## src/smsh_pkg.sv

```systemverilog
/*
  Shared constants and types of the slot-based serial master: timing counts,
  command layout, operation codes and controller states.
  Assumes a single 100 MHz clock for the whole block.
*/
package smsh_pkg;

  ////////////////////////////////////////////////////////////////////////////
  // Timing
  localparam int CLK_MHZ        = 100;
  localparam int SLOT_TIME_US   = 1000;
  localparam int SLOT_CYCLES    = SLOT_TIME_US * CLK_MHZ;
  localparam int TIMEOUT_US     = 10;
  localparam int TIMEOUT_CYCLES = TIMEOUT_US * CLK_MHZ;
  localparam int FAST_RATE_KBPS = 1000;
  localparam int SLOW_RATE_KBPS = 200;
  // Half bit periods in clock cycles, rounded down
  localparam int HALF_FAST      = (CLK_MHZ * 1000) / (2 * FAST_RATE_KBPS);
  localparam int HALF_SLOW      = (CLK_MHZ * 1000) / (2 * SLOW_RATE_KBPS);
  localparam logic [7:0] HALF_FAST_M1 = 8'(HALF_FAST - 1);
  localparam logic [7:0] HALF_SLOW_M1 = 8'(HALF_SLOW - 1);
  localparam logic [9:0] TIMEOUT_LAST = 10'(TIMEOUT_CYCLES - 1);

  ////////////////////////////////////////////////////////////////////////////
  // Character and command layout
  localparam int         CHAR_BITS     = 8;
  localparam logic [4:0] LAST_PHASE    = 5'h0f;
  localparam int         OP_MSB        = 7;
  localparam int         OP_LSB        = 6;
  localparam int         CNT_MSB       = 5;
  localparam logic [5:0] MAX_CHARS     = 6'h3f;
  localparam logic [5:0] BUF_CHARS     = 6'h08;
  localparam logic [7:0] PATTERN_RESET = 8'h00;
  localparam logic [7:0] STATUS_CMD    = 8'h00;

  typedef enum logic [1:0] {
    SMSH_OP_STATUS = 2'b00,
    SMSH_OP_RECV   = 2'b01,
    SMSH_OP_SEND   = 2'b10,
    SMSH_OP_BOTH   = 2'b11
  } smsh_op_t;

  // Gray codes along idle, select, command, ready, transfer, end
  typedef enum logic [2:0] {
    SMSH_IDLE = 3'b000,
    SMSH_RDY1 = 3'b001,
    SMSH_CMD  = 3'b011,
    SMSH_RDY2 = 3'b010,
    SMSH_XFER = 3'b110,
    SMSH_END  = 3'b111
  } smsh_state_t;

endpackage

```

## src/smsh_shift_if.sv

```systemverilog
/*
  Byte handshake between the slot controller and the bit engine.
  Assumes both ends run on the same clock.
*/
`timescale 1ns/10ps
interface smsh_shift_if;
  logic       start;
  logic [7:0] tx_byte;
  logic [7:0] rx_byte;
  logic       done;
  logic       busy;

  modport master (output start, output tx_byte, input rx_byte, input done, input busy);
  modport engine (input start, input tx_byte, output rx_byte, output done, output busy);
endinterface

```

## src/smsh_shifter.sv

```systemverilog
/*
  Bit engine: shifts one 8-bit character out and in, MSB first, clock idle
  high, data changed on the falling edge and sampled on the rising edge.
  Assumes start is raised only while busy is low.
*/
`timescale 1ns/10ps
module smsh_shifter
  import smsh_pkg::*;
(
  input  wire logic           clk_i,
  input  wire logic           rst_b_i,
  input  wire logic           slow_rate_i,
  smsh_shift_if.engine        sh,
  output logic                serial_clock_out_o,
  output logic                serial_data_out_o,
  input  wire logic           serial_data_in_i
);
  import smsh_pkg::*;

  logic [7:0] div_reg;
  logic [4:0] phase_reg;
  logic [7:0] shift_reg;
  logic [7:0] rx_reg;
  logic       act_reg;
  logic       sck_reg;
  logic       sdo_reg;
  logic       done_reg;
  wire  logic tick     = act_reg && (div_reg == 8'h00);
  wire  logic [7:0] half_m1 = slow_rate_i ? HALF_SLOW_M1 : HALF_FAST_M1;
  wire  logic [7:0] shifted = {shift_reg[6:0], serial_data_in_i};

  ////////////////////////////////////////////////////////////////////////////
  // Rate divider, one enable pulse per half bit
  // selectable bit rate
  always_ff @(posedge clk_i or negedge rst_b_i) begin
    if (!rst_b_i) div_reg <= 8'h00;
    else if (!act_reg || div_reg == 8'h00) div_reg <= half_m1;
    else div_reg <= div_reg - 8'h01;
  end

  ////////////////////////////////////////////////////////////////////////////
  // Shifter
  always_ff @(posedge clk_i or negedge rst_b_i) begin
    if (!rst_b_i) begin
      act_reg   <= 1'b0;
      phase_reg <= 5'h00;
      shift_reg <= 8'h00;
      rx_reg    <= 8'h00;
      sck_reg   <= 1'b1;
      sdo_reg   <= 1'b1;
      done_reg  <= 1'b0;
    end else begin
      done_reg <= 1'b0;
      if (sh.start && !act_reg) begin
        act_reg   <= 1'b1;
        phase_reg <= 5'h00;
        shift_reg <= sh.tx_byte;
        sdo_reg   <= sh.tx_byte[7];
      end else if (tick) begin
        phase_reg <= phase_reg + 5'h01;
        if (!phase_reg[0]) begin
          sck_reg <= 1'b0;
          if (phase_reg != 5'h00) sdo_reg <= shift_reg[7];
        end else begin
          sck_reg   <= 1'b1;
          shift_reg <= shifted;
          if (phase_reg == LAST_PHASE) begin
            act_reg  <= 1'b0;
            done_reg <= 1'b1;
            rx_reg   <= shifted;
          end
        end
      end
    end
  end

  assign sh.busy            = act_reg;
  assign sh.done            = done_reg;
  assign sh.rx_byte         = rx_reg;
  assign serial_clock_out_o = sck_reg;
  assign serial_data_out_o  = sdo_reg;
endmodule // smsh_shifter

```

## src/smsh_master.sv

```systemverilog
/*
  Slot-based serial master: one exchange per 1 ms slot with one of two
  slaves, ready handshake with timeout, command byte then data phase,
  receive data delivered through a two-entry buffer.
  Assumes slaves keep the ready-line protocol; all inputs synchronous.
*/
// What this block does
// - One communication sequence at most per fixed 1 ms slot.
// - Each slot sends a command first, then its data transfer.
// - Status command asks the slave how many characters it can move.
// - Receive, transmit and both move data in continuous mode.
// - Command and status are single transfers; payloads go back to back.
// - Transmit data is an incrementing pattern from zero, kept across operations.
// - Bit rate 1 Mbps nominal, selectable down to about 200 kbps.
// - At most 8 characters per slot (buffer size), 8 by default.
// - Ready line checked after select and before each later operation.
// - Every ready wait is bounded by 10 us.
// - On timeout the operation is dropped at once.
// - Timing starts at the select falling edge, polling busy.
// - Command byte goes only after busy was seen low in time.
// - After the command, wait again for ready before data or status.
// - Ready check can be bypassed for slaves with busy tied low.
// - Two select outputs, one shared busy input.
// - Command: top two bits operation, low six bits character count.
// - Data count is smaller of status answer and buffer size.
// - Timeout releases select and switches slave for the next slot.
// - Characters are eight bits, MSB first.
`timescale 1ns/10ps
module smsh_master
  import smsh_pkg::*;
#(
  parameter int SLOT_LEN = smsh_pkg::SLOT_CYCLES
)(
  input  wire logic           clk_i,
  input  wire logic           rst_b_i,
  input  wire logic           slow_rate_i,
  input  wire logic           ready_bypass_i,
  input  wire logic           busy_i,
  input  wire logic           serial_data_in_i,
  output logic                serial_clock_out_o,
  output logic                serial_data_out_o,
  output logic                slave_one_select_b_o,
  output logic                slave_two_select_b_o,
  output logic                timeout_o,
  output logic                mismatch_o,
  output logic [7:0]          rx_data_o,
  output logic                rx_valid_o,
  input  wire logic           rx_ready_i
);
  import smsh_pkg::*;

  smsh_shift_if sh ();

  smsh_shifter u_shifter (
    .clk_i              (clk_i),
    .rst_b_i            (rst_b_i),
    .slow_rate_i        (slow_rate_i),
    .sh                 (sh),
    .serial_clock_out_o (serial_clock_out_o),
    .serial_data_out_o  (serial_data_out_o),
    .serial_data_in_i   (serial_data_in_i)
  );

  function automatic logic [5:0] smsh_min(input logic [5:0] a, input logic [5:0] b);
    return (a < b) ? a : b;
  endfunction

  function automatic smsh_op_t smsh_next_op(input smsh_op_t op);
    unique case (op)
      SMSH_OP_STATUS: return SMSH_OP_SEND;
      SMSH_OP_SEND:   return SMSH_OP_BOTH;
      SMSH_OP_BOTH:   return SMSH_OP_RECV;
      SMSH_OP_RECV:   return SMSH_OP_STATUS;
    endcase
  endfunction

  smsh_state_t state_reg;
  smsh_op_t    op_reg;
  logic [16:0] slot_reg;
  logic [9:0]  wait_reg;
  logic [5:0]  idx_reg;
  logic [5:0]  count_reg;
  logic [7:0]  pat_reg;
  logic [7:0]  cur_base_reg;
  logic [7:0]  prev_base_reg;
  logic        slave_reg;
  logic        sel_reg;
  logic        abort_reg;
  logic        timeout_reg;
  logic        mismatch_reg;
  logic        start_reg;
  logic [7:0]  txb_reg;
  logic [7:0]  fifo_mem [2];
  logic        wr_ptr_reg;
  logic        rd_ptr_reg;
  logic [1:0]  fill_reg;

  ////////////////////////////////////////////////////////////////////////////
  // Decoding
  // slot boundary tick
  wire logic       slot_tick  = (slot_reg == 17'h00000);
  wire logic       ready      = ready_bypass_i || !busy_i;
  wire logic       wait_over  = (wait_reg == TIMEOUT_LAST);
  wire logic       sends_data = op_reg[OP_MSB - 6];
  wire logic       gets_data  = op_reg[OP_LSB - 6];
  wire logic       is_status  = (op_reg == SMSH_OP_STATUS);
  wire logic       fifo_full  = (fill_reg == 2'h2);
  wire logic       push       = sh.done && (state_reg == SMSH_XFER) && !is_status && gets_data;
  wire logic       pop        = rx_valid_o && rx_ready_i;
  wire logic [5:0] xfer_len   = is_status ? 6'h01 : count_reg;
  wire logic       last_byte  = (idx_reg == xfer_len - 6'h01);
  wire logic [7:0] expect_rx  = ~(prev_base_reg + {2'b00, idx_reg});
  wire logic       can_start  = !sh.busy && !start_reg && !(gets_data && !is_status && fifo_full);
  wire logic [7:0] cmd_byte   = is_status ? STATUS_CMD : {op_reg, count_reg};
  wire logic [7:0] data_byte  = sends_data ? pat_reg : 8'h00;

  ////////////////////////////////////////////////////////////////////////////
  // Slot timer
  always_ff @(posedge clk_i or negedge rst_b_i) begin
    if (!rst_b_i) slot_reg <= 17'h00000;
    else if (slot_tick) slot_reg <= 17'(SLOT_LEN - 1);
    else slot_reg <= slot_reg - 17'h00001;
  end

  ////////////////////////////////////////////////////////////////////////////
  // Sequencer
  always_ff @(posedge clk_i or negedge rst_b_i) begin
    if (!rst_b_i) begin
      state_reg     <= SMSH_IDLE;
      op_reg        <= SMSH_OP_STATUS;
      wait_reg      <= 10'h000;
      idx_reg       <= 6'h00;
      count_reg     <= BUF_CHARS;
      pat_reg       <= PATTERN_RESET;
      cur_base_reg  <= PATTERN_RESET;
      prev_base_reg <= PATTERN_RESET;
      slave_reg     <= 1'b0;
      sel_reg       <= 1'b0;
      abort_reg     <= 1'b0;
      timeout_reg   <= 1'b0;
      mismatch_reg  <= 1'b0;
      start_reg     <= 1'b0;
      txb_reg       <= 8'h00;
    end else begin
      start_reg    <= 1'b0;
      timeout_reg  <= 1'b0;
      mismatch_reg <= 1'b0;
      unique case (state_reg)
        SMSH_IDLE: begin
          // at most one sequence per slot
          if (slot_tick) begin
            // select falls and timing starts together
            sel_reg   <= 1'b1;
            wait_reg  <= 10'h000;
            abort_reg <= 1'b0;
            state_reg <= SMSH_RDY1;
          end
        end
        SMSH_RDY1, SMSH_RDY2: begin
          if (ready) begin
            state_reg <= (state_reg == SMSH_RDY1) ? SMSH_CMD : SMSH_XFER;
            idx_reg   <= 6'h00;
            cur_base_reg <= pat_reg;
          end else if (wait_over) begin
            abort_reg   <= 1'b1;
            timeout_reg <= 1'b1;
            state_reg   <= SMSH_END;
          end else begin
            wait_reg <= wait_reg + 10'h001;
          end
        end
        SMSH_CMD: begin
          if (sh.done) begin
            wait_reg  <= 10'h000;
            state_reg <= SMSH_RDY2;
          end else if (can_start && idx_reg == 6'h00) begin
            // command leads the slot
            // Index marks the command as sent, as the shifter is idle again at done
            start_reg <= 1'b1;
            txb_reg   <= cmd_byte;
            idx_reg   <= 6'h01;
          end
        end
        SMSH_XFER: begin
          if (xfer_len == 6'h00) begin
            state_reg <= SMSH_END;
          end else if (sh.done) begin
            // status answer capped at buffer size
            if (is_status) count_reg <= smsh_min(smsh_min(sh.rx_byte[CNT_MSB:0], BUF_CHARS), MAX_CHARS);
            // answers must be complements of the last payload
            if (!is_status && gets_data && sh.rx_byte != expect_rx) mismatch_reg <= 1'b1;
            idx_reg <= idx_reg + 6'h01;
            if (last_byte) state_reg <= SMSH_END;
          end else if (can_start && idx_reg < xfer_len) begin
            // single transfer for status, continuous for payloads
            start_reg <= 1'b1;
            txb_reg   <= is_status ? STATUS_CMD : data_byte;
            if (sends_data && !is_status) pat_reg <= pat_reg + 8'h01;
          end
        end
        SMSH_END: begin
          // select released at end or abort
          sel_reg   <= 1'b0;
          state_reg <= SMSH_IDLE;
          if (!abort_reg && sends_data) prev_base_reg <= cur_base_reg;
          if (abort_reg || op_reg == SMSH_OP_RECV) begin
            slave_reg <= ~slave_reg;
            op_reg    <= SMSH_OP_STATUS;
          end else begin
            op_reg <= smsh_next_op(op_reg);
          end
        end
      endcase
    end
  end

  assign sh.start   = start_reg;
  assign sh.tx_byte = txb_reg;

  ////////////////////////////////////////////////////////////////////////////
  // Receive buffer: two entries, stalls the next receive byte when full
  always_ff @(posedge clk_i or negedge rst_b_i) begin
    if (!rst_b_i) begin
      fifo_mem[0] <= 8'h00;
      fifo_mem[1] <= 8'h00;
      wr_ptr_reg  <= 1'b0;
      rd_ptr_reg  <= 1'b0;
      fill_reg    <= 2'h0;
    end else begin
      if (push) begin
        fifo_mem[wr_ptr_reg] <= sh.rx_byte;
        wr_ptr_reg           <= ~wr_ptr_reg;
      end
      if (pop) rd_ptr_reg <= ~rd_ptr_reg;
      fill_reg <= fill_reg + {1'b0, push} - {1'b0, pop};
    end
  end

  ////////////////////////////////////////////////////////////////////////////
  // Outputs
  // one select per slave, active low
  assign slave_one_select_b_o = !(sel_reg && !slave_reg);
  assign slave_two_select_b_o = !(sel_reg && slave_reg);
  assign timeout_o  = timeout_reg;
  assign mismatch_o = mismatch_reg;
  assign rx_data_o  = fifo_mem[rd_ptr_reg];
  assign rx_valid_o = (fill_reg != 2'h0);
endmodule // smsh_master

```

## config.mk

```make
export PLATFORM = sky130hd
export DESIGN_NAME = smsh_master
export DESIGN_NICKNAME = d
export VERILOG_FILES = /design/src/smsh_pkg.sv /design/src/smsh_shift_if.sv /design/src/smsh_shifter.sv /design/src/smsh_master.sv
export SDC_FILE = /design/constraint.sdc
export NUM_CORES = 1
export LEC_CHECK = 0
export ABC_AREA = 1
export BUFFER_PORTS_ARGS = -buffer_cell sky130_fd_sc_hd__buf_2
export CAP_MARGIN = 5
export CORE_ASPECT_RATIO = 0.7
export CORE_MARGIN = 3
export CORE_UTILIZATION = 57
export CTS_CLUSTER_SIZE = 25
export DETAILED_ROUTE_END_ITERATION = 16
export GPL_ROUTABILITY_DRIVEN = 1
export PLACE_DENSITY_LB_ADDON = 0.08
export SKIP_LAST_GASP = 1
export SLEW_MARGIN = 10
export SYNTH_ARGS = -nofsm -noshare
export SYNTH_HDL_FRONTEND = slang
export SYNTH_HIERARCHICAL = 1
export SYNTH_SLANG_ARGS = --single-unit
```

## constraint.sdc

```tcl
create_clock -name clk_i -period 2.35 [get_ports clk_i]
set_clock_uncertainty 0.15 [all_clocks]
set_input_delay 0 -clock clk_i [delete_from_list [all_inputs] [get_ports clk_i]]
set_output_delay 0 -clock clk_i [all_outputs]
set_load 0.02 [all_outputs]
```

==> run summary <==
The run finished with clean final reports. For the global-route wire length before repair, the log shows 28.3 mm. The path class of the lowest-slack min-delay path was input port to flop. Sequential elements use 46.1% of the synthesized area. For this design the static power due to leakage is 4.18 nW.

Across all hold checks on the routed design, the worst slack comes to 249 ps. CTS built an H-tree with a depth of 4. The unique cell type count in the Yosys netlist was 51; the width of the die was 142 um. The arrival time at the worst endpoint is 2380 ps, and the number of I/O pins is 22. The run gives 0.00734 sq mm as the cell area after synthesis.

Register-to-register setup slack: 120 ps. The power per standard cell area works out to 938 mW/mm^2. Summing all multi-input logic gate instances after layout gives 0.00349 sq mm. The number of antenna violations at the first check in global routing came out at 0.

After clock tree synthesis, the clock-pin slew on the worst setup and hold paths is 60 ps. The die is 101 um tall. Static timing analysis puts the maximum clock frequency at 0.448 GHz. The initialized floorplan defines 34 standard-cell rows. Across every metal layer, demand over resource in global routing totals 24.8%. The HPWL after detailed placement is 11.9 mm.

The worst path uses 95.1% of the clock period. The floorplan die area came out at 0.0143 sq mm. The worst register-to-register path begins at op_reg[0]. First-iteration detailed-routing DRC count: 349. Synthesis inferred 135 register bits.

The kind of start point of the critical path was a flop. After detailed routing, the number of vias per cell comes to 5.39. The remaining global-route overflow was 0; the share of flip-flops with an asynchronous set or reset after synthesis was 100%. The post-route netlist has 15.2% of its cells at a drive strength greater than 1.

The endpoint kind of the worst setup timing path was a flop. Prior to clock tree synthesis, the placed netlist has a worst setup slack of -72.8 ps. The run gives 0 as the final number of setup-violating endpoints.

The cell area after layout was 0.00846 sq mm. After synthesis, the cell types taking the most area are sky130_fd_sc_hd__dfrtp_1 (45%), sky130_fd_sc_hd__nand2_1 (12%), sky130_fd_sc_hd__inv_1 (5.1%), sky130_fd_sc_hd__nand3_1 (4.6%), sky130_fd_sc_hd__ha_1 (4.1%). STA puts the critical path data required time at 2490 ps. The register with the most flip-flops in the layout has 17 of them. The total core area was 0.0125 sq mm; the number of warning messages in the yosys log was 6.

The root buffer cell chosen for the clock tree is sky130_fd_sc_hd__clkbuf_16. Top cell type's share of synthesized area: 45.0%. The tools report the number of placed instances, taps included as 1080.

The clock sink count came out at 135. The count of pins over their slew limit was 0. After detailed routing, the total wire length is 16.7 mm.

The largest net degree at the start of global routing is 48, and the shortest period the worst path allows is 2230 ps. The number of maximum-capacitance constraint violations came out at 0. The tools report the routability congestion estimate as 0.931.

Setup repair after global routing could not meet its margin everywhere. The total power draw came out at 0.00794 W. The most critical setup path has its startpoint at op_reg[0].

The number of enable flip-flop cells after synthesis is 0, and the number of cells traversed by the worst register-to-register path is 13. The number of global-route vias before repair is 5719. The wire length per cell is 14.8 um, and the slew at the pin closest to its max-slew limit is 758 ps.

The clock passes through at most 2 buffers. The worst setup path is of the flop to flop kind. The logs give 49.5% for the max-slew headroom at the worst pin and 926 for the number of nets produced by synthesis. For this run, the number of standard cells in the final layout without fillers is 1124. The total of buffers placed on input and output ports is 21.

After detailed routing, the number of remaining DRC violations is 0. Last element of the critical path: state_reg[1]. The filler cells instantiated in the layout total 1054. The average instance area after synthesis is 8.21 sq um. The net count of the finished layout is 981. 0 antenna diodes ended up in the layout. For the worst-case setup margin in the final layout, the log shows 116 ps. The pre-antenna-repair detailed-routing pass consisted of 5 iterations. In this run the remaining antenna-violating nets after routing total 0. The cell count after synthesis came out at 894. The total number of vias is 6063, and the starting density of the core is 58.7%. For this run, the leading register cell type out of synthesis is sky130_fd_sc_hd__dfrtp_1.

The worst-case IR drop observed on VDD is 0.572 mV. The layout overhead on the synthesized area was 15.2%; the number of hold violations in the final report was 0. TritonCTS built the clock tree. The largest fanout on the critical path was 7; the clock latency on the worst-skew pair was 410 ps. Once placement finished, the instance area stood at 0.00770 sq mm.

The commonest cells after synthesis are sky130_fd_sc_hd__nand2_1 (241), sky130_fd_sc_hd__dfrtp_1 (132), sky130_fd_sc_hd__inv_1 (99). The area taken by flip-flops and latches was 0.00338 sq mm; the clock buffer count from CTS was 17. In this run the critical register-to-register path is captured at state_reg[1]. Yosys instantiated no cell more often than sky130_fd_sc_hd__nand2_1. The synthesized design spends more area on one cell type than any other, namely sky130_fd_sc_hd__dfrtp_1.
==> through the flow <==
stage          setup TNS (ps)  utilization [%]
3_5_place_dp             -424             61.6
2_1_floorplan               0                -
6_report                    0             67.6
3_3_place_gp                0             61.6
4_1_cts                     0             66.9
5_1_grt                 -79.8             67.6
==> worst max-delay path: stages, from the launching register on <==
cell and delay (ps):
sky130_fd_sc_hd__dfrtp_2 440, sky130_fd_sc_hd__inv_2 90, sky130_fd_sc_hd__nand2_4 80, sky130_fd_sc_hd__buf_4 160, sky130_fd_sc_hd__o21ai_0 120, sky130_fd_sc_hd__inv_1 70, sky130_fd_sc_hd__nor2_1 220, sky130_fd_sc_hd__nand2_1 140
sky130_fd_sc_hd__nand2_2 110, sky130_fd_sc_hd__o21ai_0 110, sky130_fd_sc_hd__nor2_2 190, sky130_fd_sc_hd__nand2_1 110, sky130_fd_sc_hd__nand2_1 80, sky130_fd_sc_hd__nand2_1 60
==> cell type report <==
cell class	instances	area share (%)
clock buffers	19	5.24
clock inverters	13	1.44
inverters	112	5.00
multi-input cells	630	41.2
flip-flops and latches	135	40.0
well taps	162	2.40
repair buffers	53	4.69
==> worst min-delay path by stage <==
stage / startpoint / to / slack [ps] / depth (start not counted)
3_3_place_gp: rst_b_i / u_shifter/div_reg[3] / -240 / 1
5_1_grt: slow_rate_i / u_shifter/div_reg[3] / 270 / 4
6_report: slow_rate_i / u_shifter/div_reg[6] / 250 / 4
4_1_cts: slow_rate_i / u_shifter/div_reg[6] / 230 / 4
3_5_place_dp: rst_b_i / u_shifter/div_reg[3] / -230 / 1
2_1_floorplan: rst_b_i / abort_reg / -450 / 0
==> routing by layer <==
metal  track usage (%)  vias to the layer above  wire length [um]
li1                  -                     3004                 -
met1              36.9                     2874              8310
met2              37.7                      168              7390
met3              4.98                       17               831
met4              5.60                        0               157
met5                 0                        -                 0
==> layout by cell type (no fill, tap or decap), types with 3 or more instances in the layout <==
cell,Yosys,routed
sky130_fd_sc_hd__nand4_1,7,7
sky130_fd_sc_hd__o22ai_1,4,4
sky130_fd_sc_hd__or2_2,4,4
sky130_fd_sc_hd__dlygate4sd3_1,0,8
sky130_fd_sc_hd__nor2_4,4,5
sky130_fd_sc_hd__nand2_4,2,4
sky130_fd_sc_hd__clkinv_2,0,3
sky130_fd_sc_hd__clkinv_4,0,4
sky130_fd_sc_hd__nand2_2,7,6
sky130_fd_sc_hd__buf_2,4,20
sky130_fd_sc_hd__a21oi_1,21,21
sky130_fd_sc_hd__inv_1,99,98
sky130_fd_sc_hd__buf_4,3,22
sky130_fd_sc_hd__nor3_1,14,14
sky130_fd_sc_hd__nand3b_1,3,3
sky130_fd_sc_hd__o21ai_2,10,10
sky130_fd_sc_hd__xor2_1,26,26
sky130_fd_sc_hd__dfrtp_1,132,131
sky130_fd_sc_hd__clkbuf_16,0,17
sky130_fd_sc_hd__nor2_1,74,69
sky130_fd_sc_hd__nor4_1,4,3
sky130_fd_sc_hd__o31ai_1,9,9
sky130_fd_sc_hd__inv_2,11,12
sky130_fd_sc_hd__xnor2_1,19,19
sky130_fd_sc_hd__nand3_1,68,68
sky130_fd_sc_hd__o21ai_0,57,56
sky130_fd_sc_hd__nand2_1,241,239
sky130_fd_sc_hd__nor2_2,4,8
sky130_fd_sc_hd__dfstp_2,3,3
sky130_fd_sc_hd__ha_1,24,24
sky130_fd_sc_hd__a31oi_1,3,3
sky130_fd_sc_hd__inv_6,0,3
==> what timing repair did <==
item                       CTS  global route
pin swaps                    0             4
setup buffers                0             3
hold endpoints to repair   144             0
setup endpoints to repair   11            29
hold buffers                 9             0
gates resized for setup      2            16
==> kinds of logic after synthesis <==
| kind of cell | Yosys count | share of synthesized area, % |
|---|---|---|
| simple gates | 445 | 27.6 |
| flops | 135 | 46.1 |
| buf+inv | 129 | 7.31 |
| compound gates | 115 | 9.26 |
| xor+xnor | 45 | 5.37 |
| fa+ha+maj | 25 | 4.36 |
==> power by group <==
part / switching, W / internal [W]
Combinational: 0.00160 / 0.000835
Sequential: 0.000307 / 0.00265
Clock: 0.00105 / 0.00149
Total: 0.00296 / 0.00498
Power figures use the tool's default switching activity.
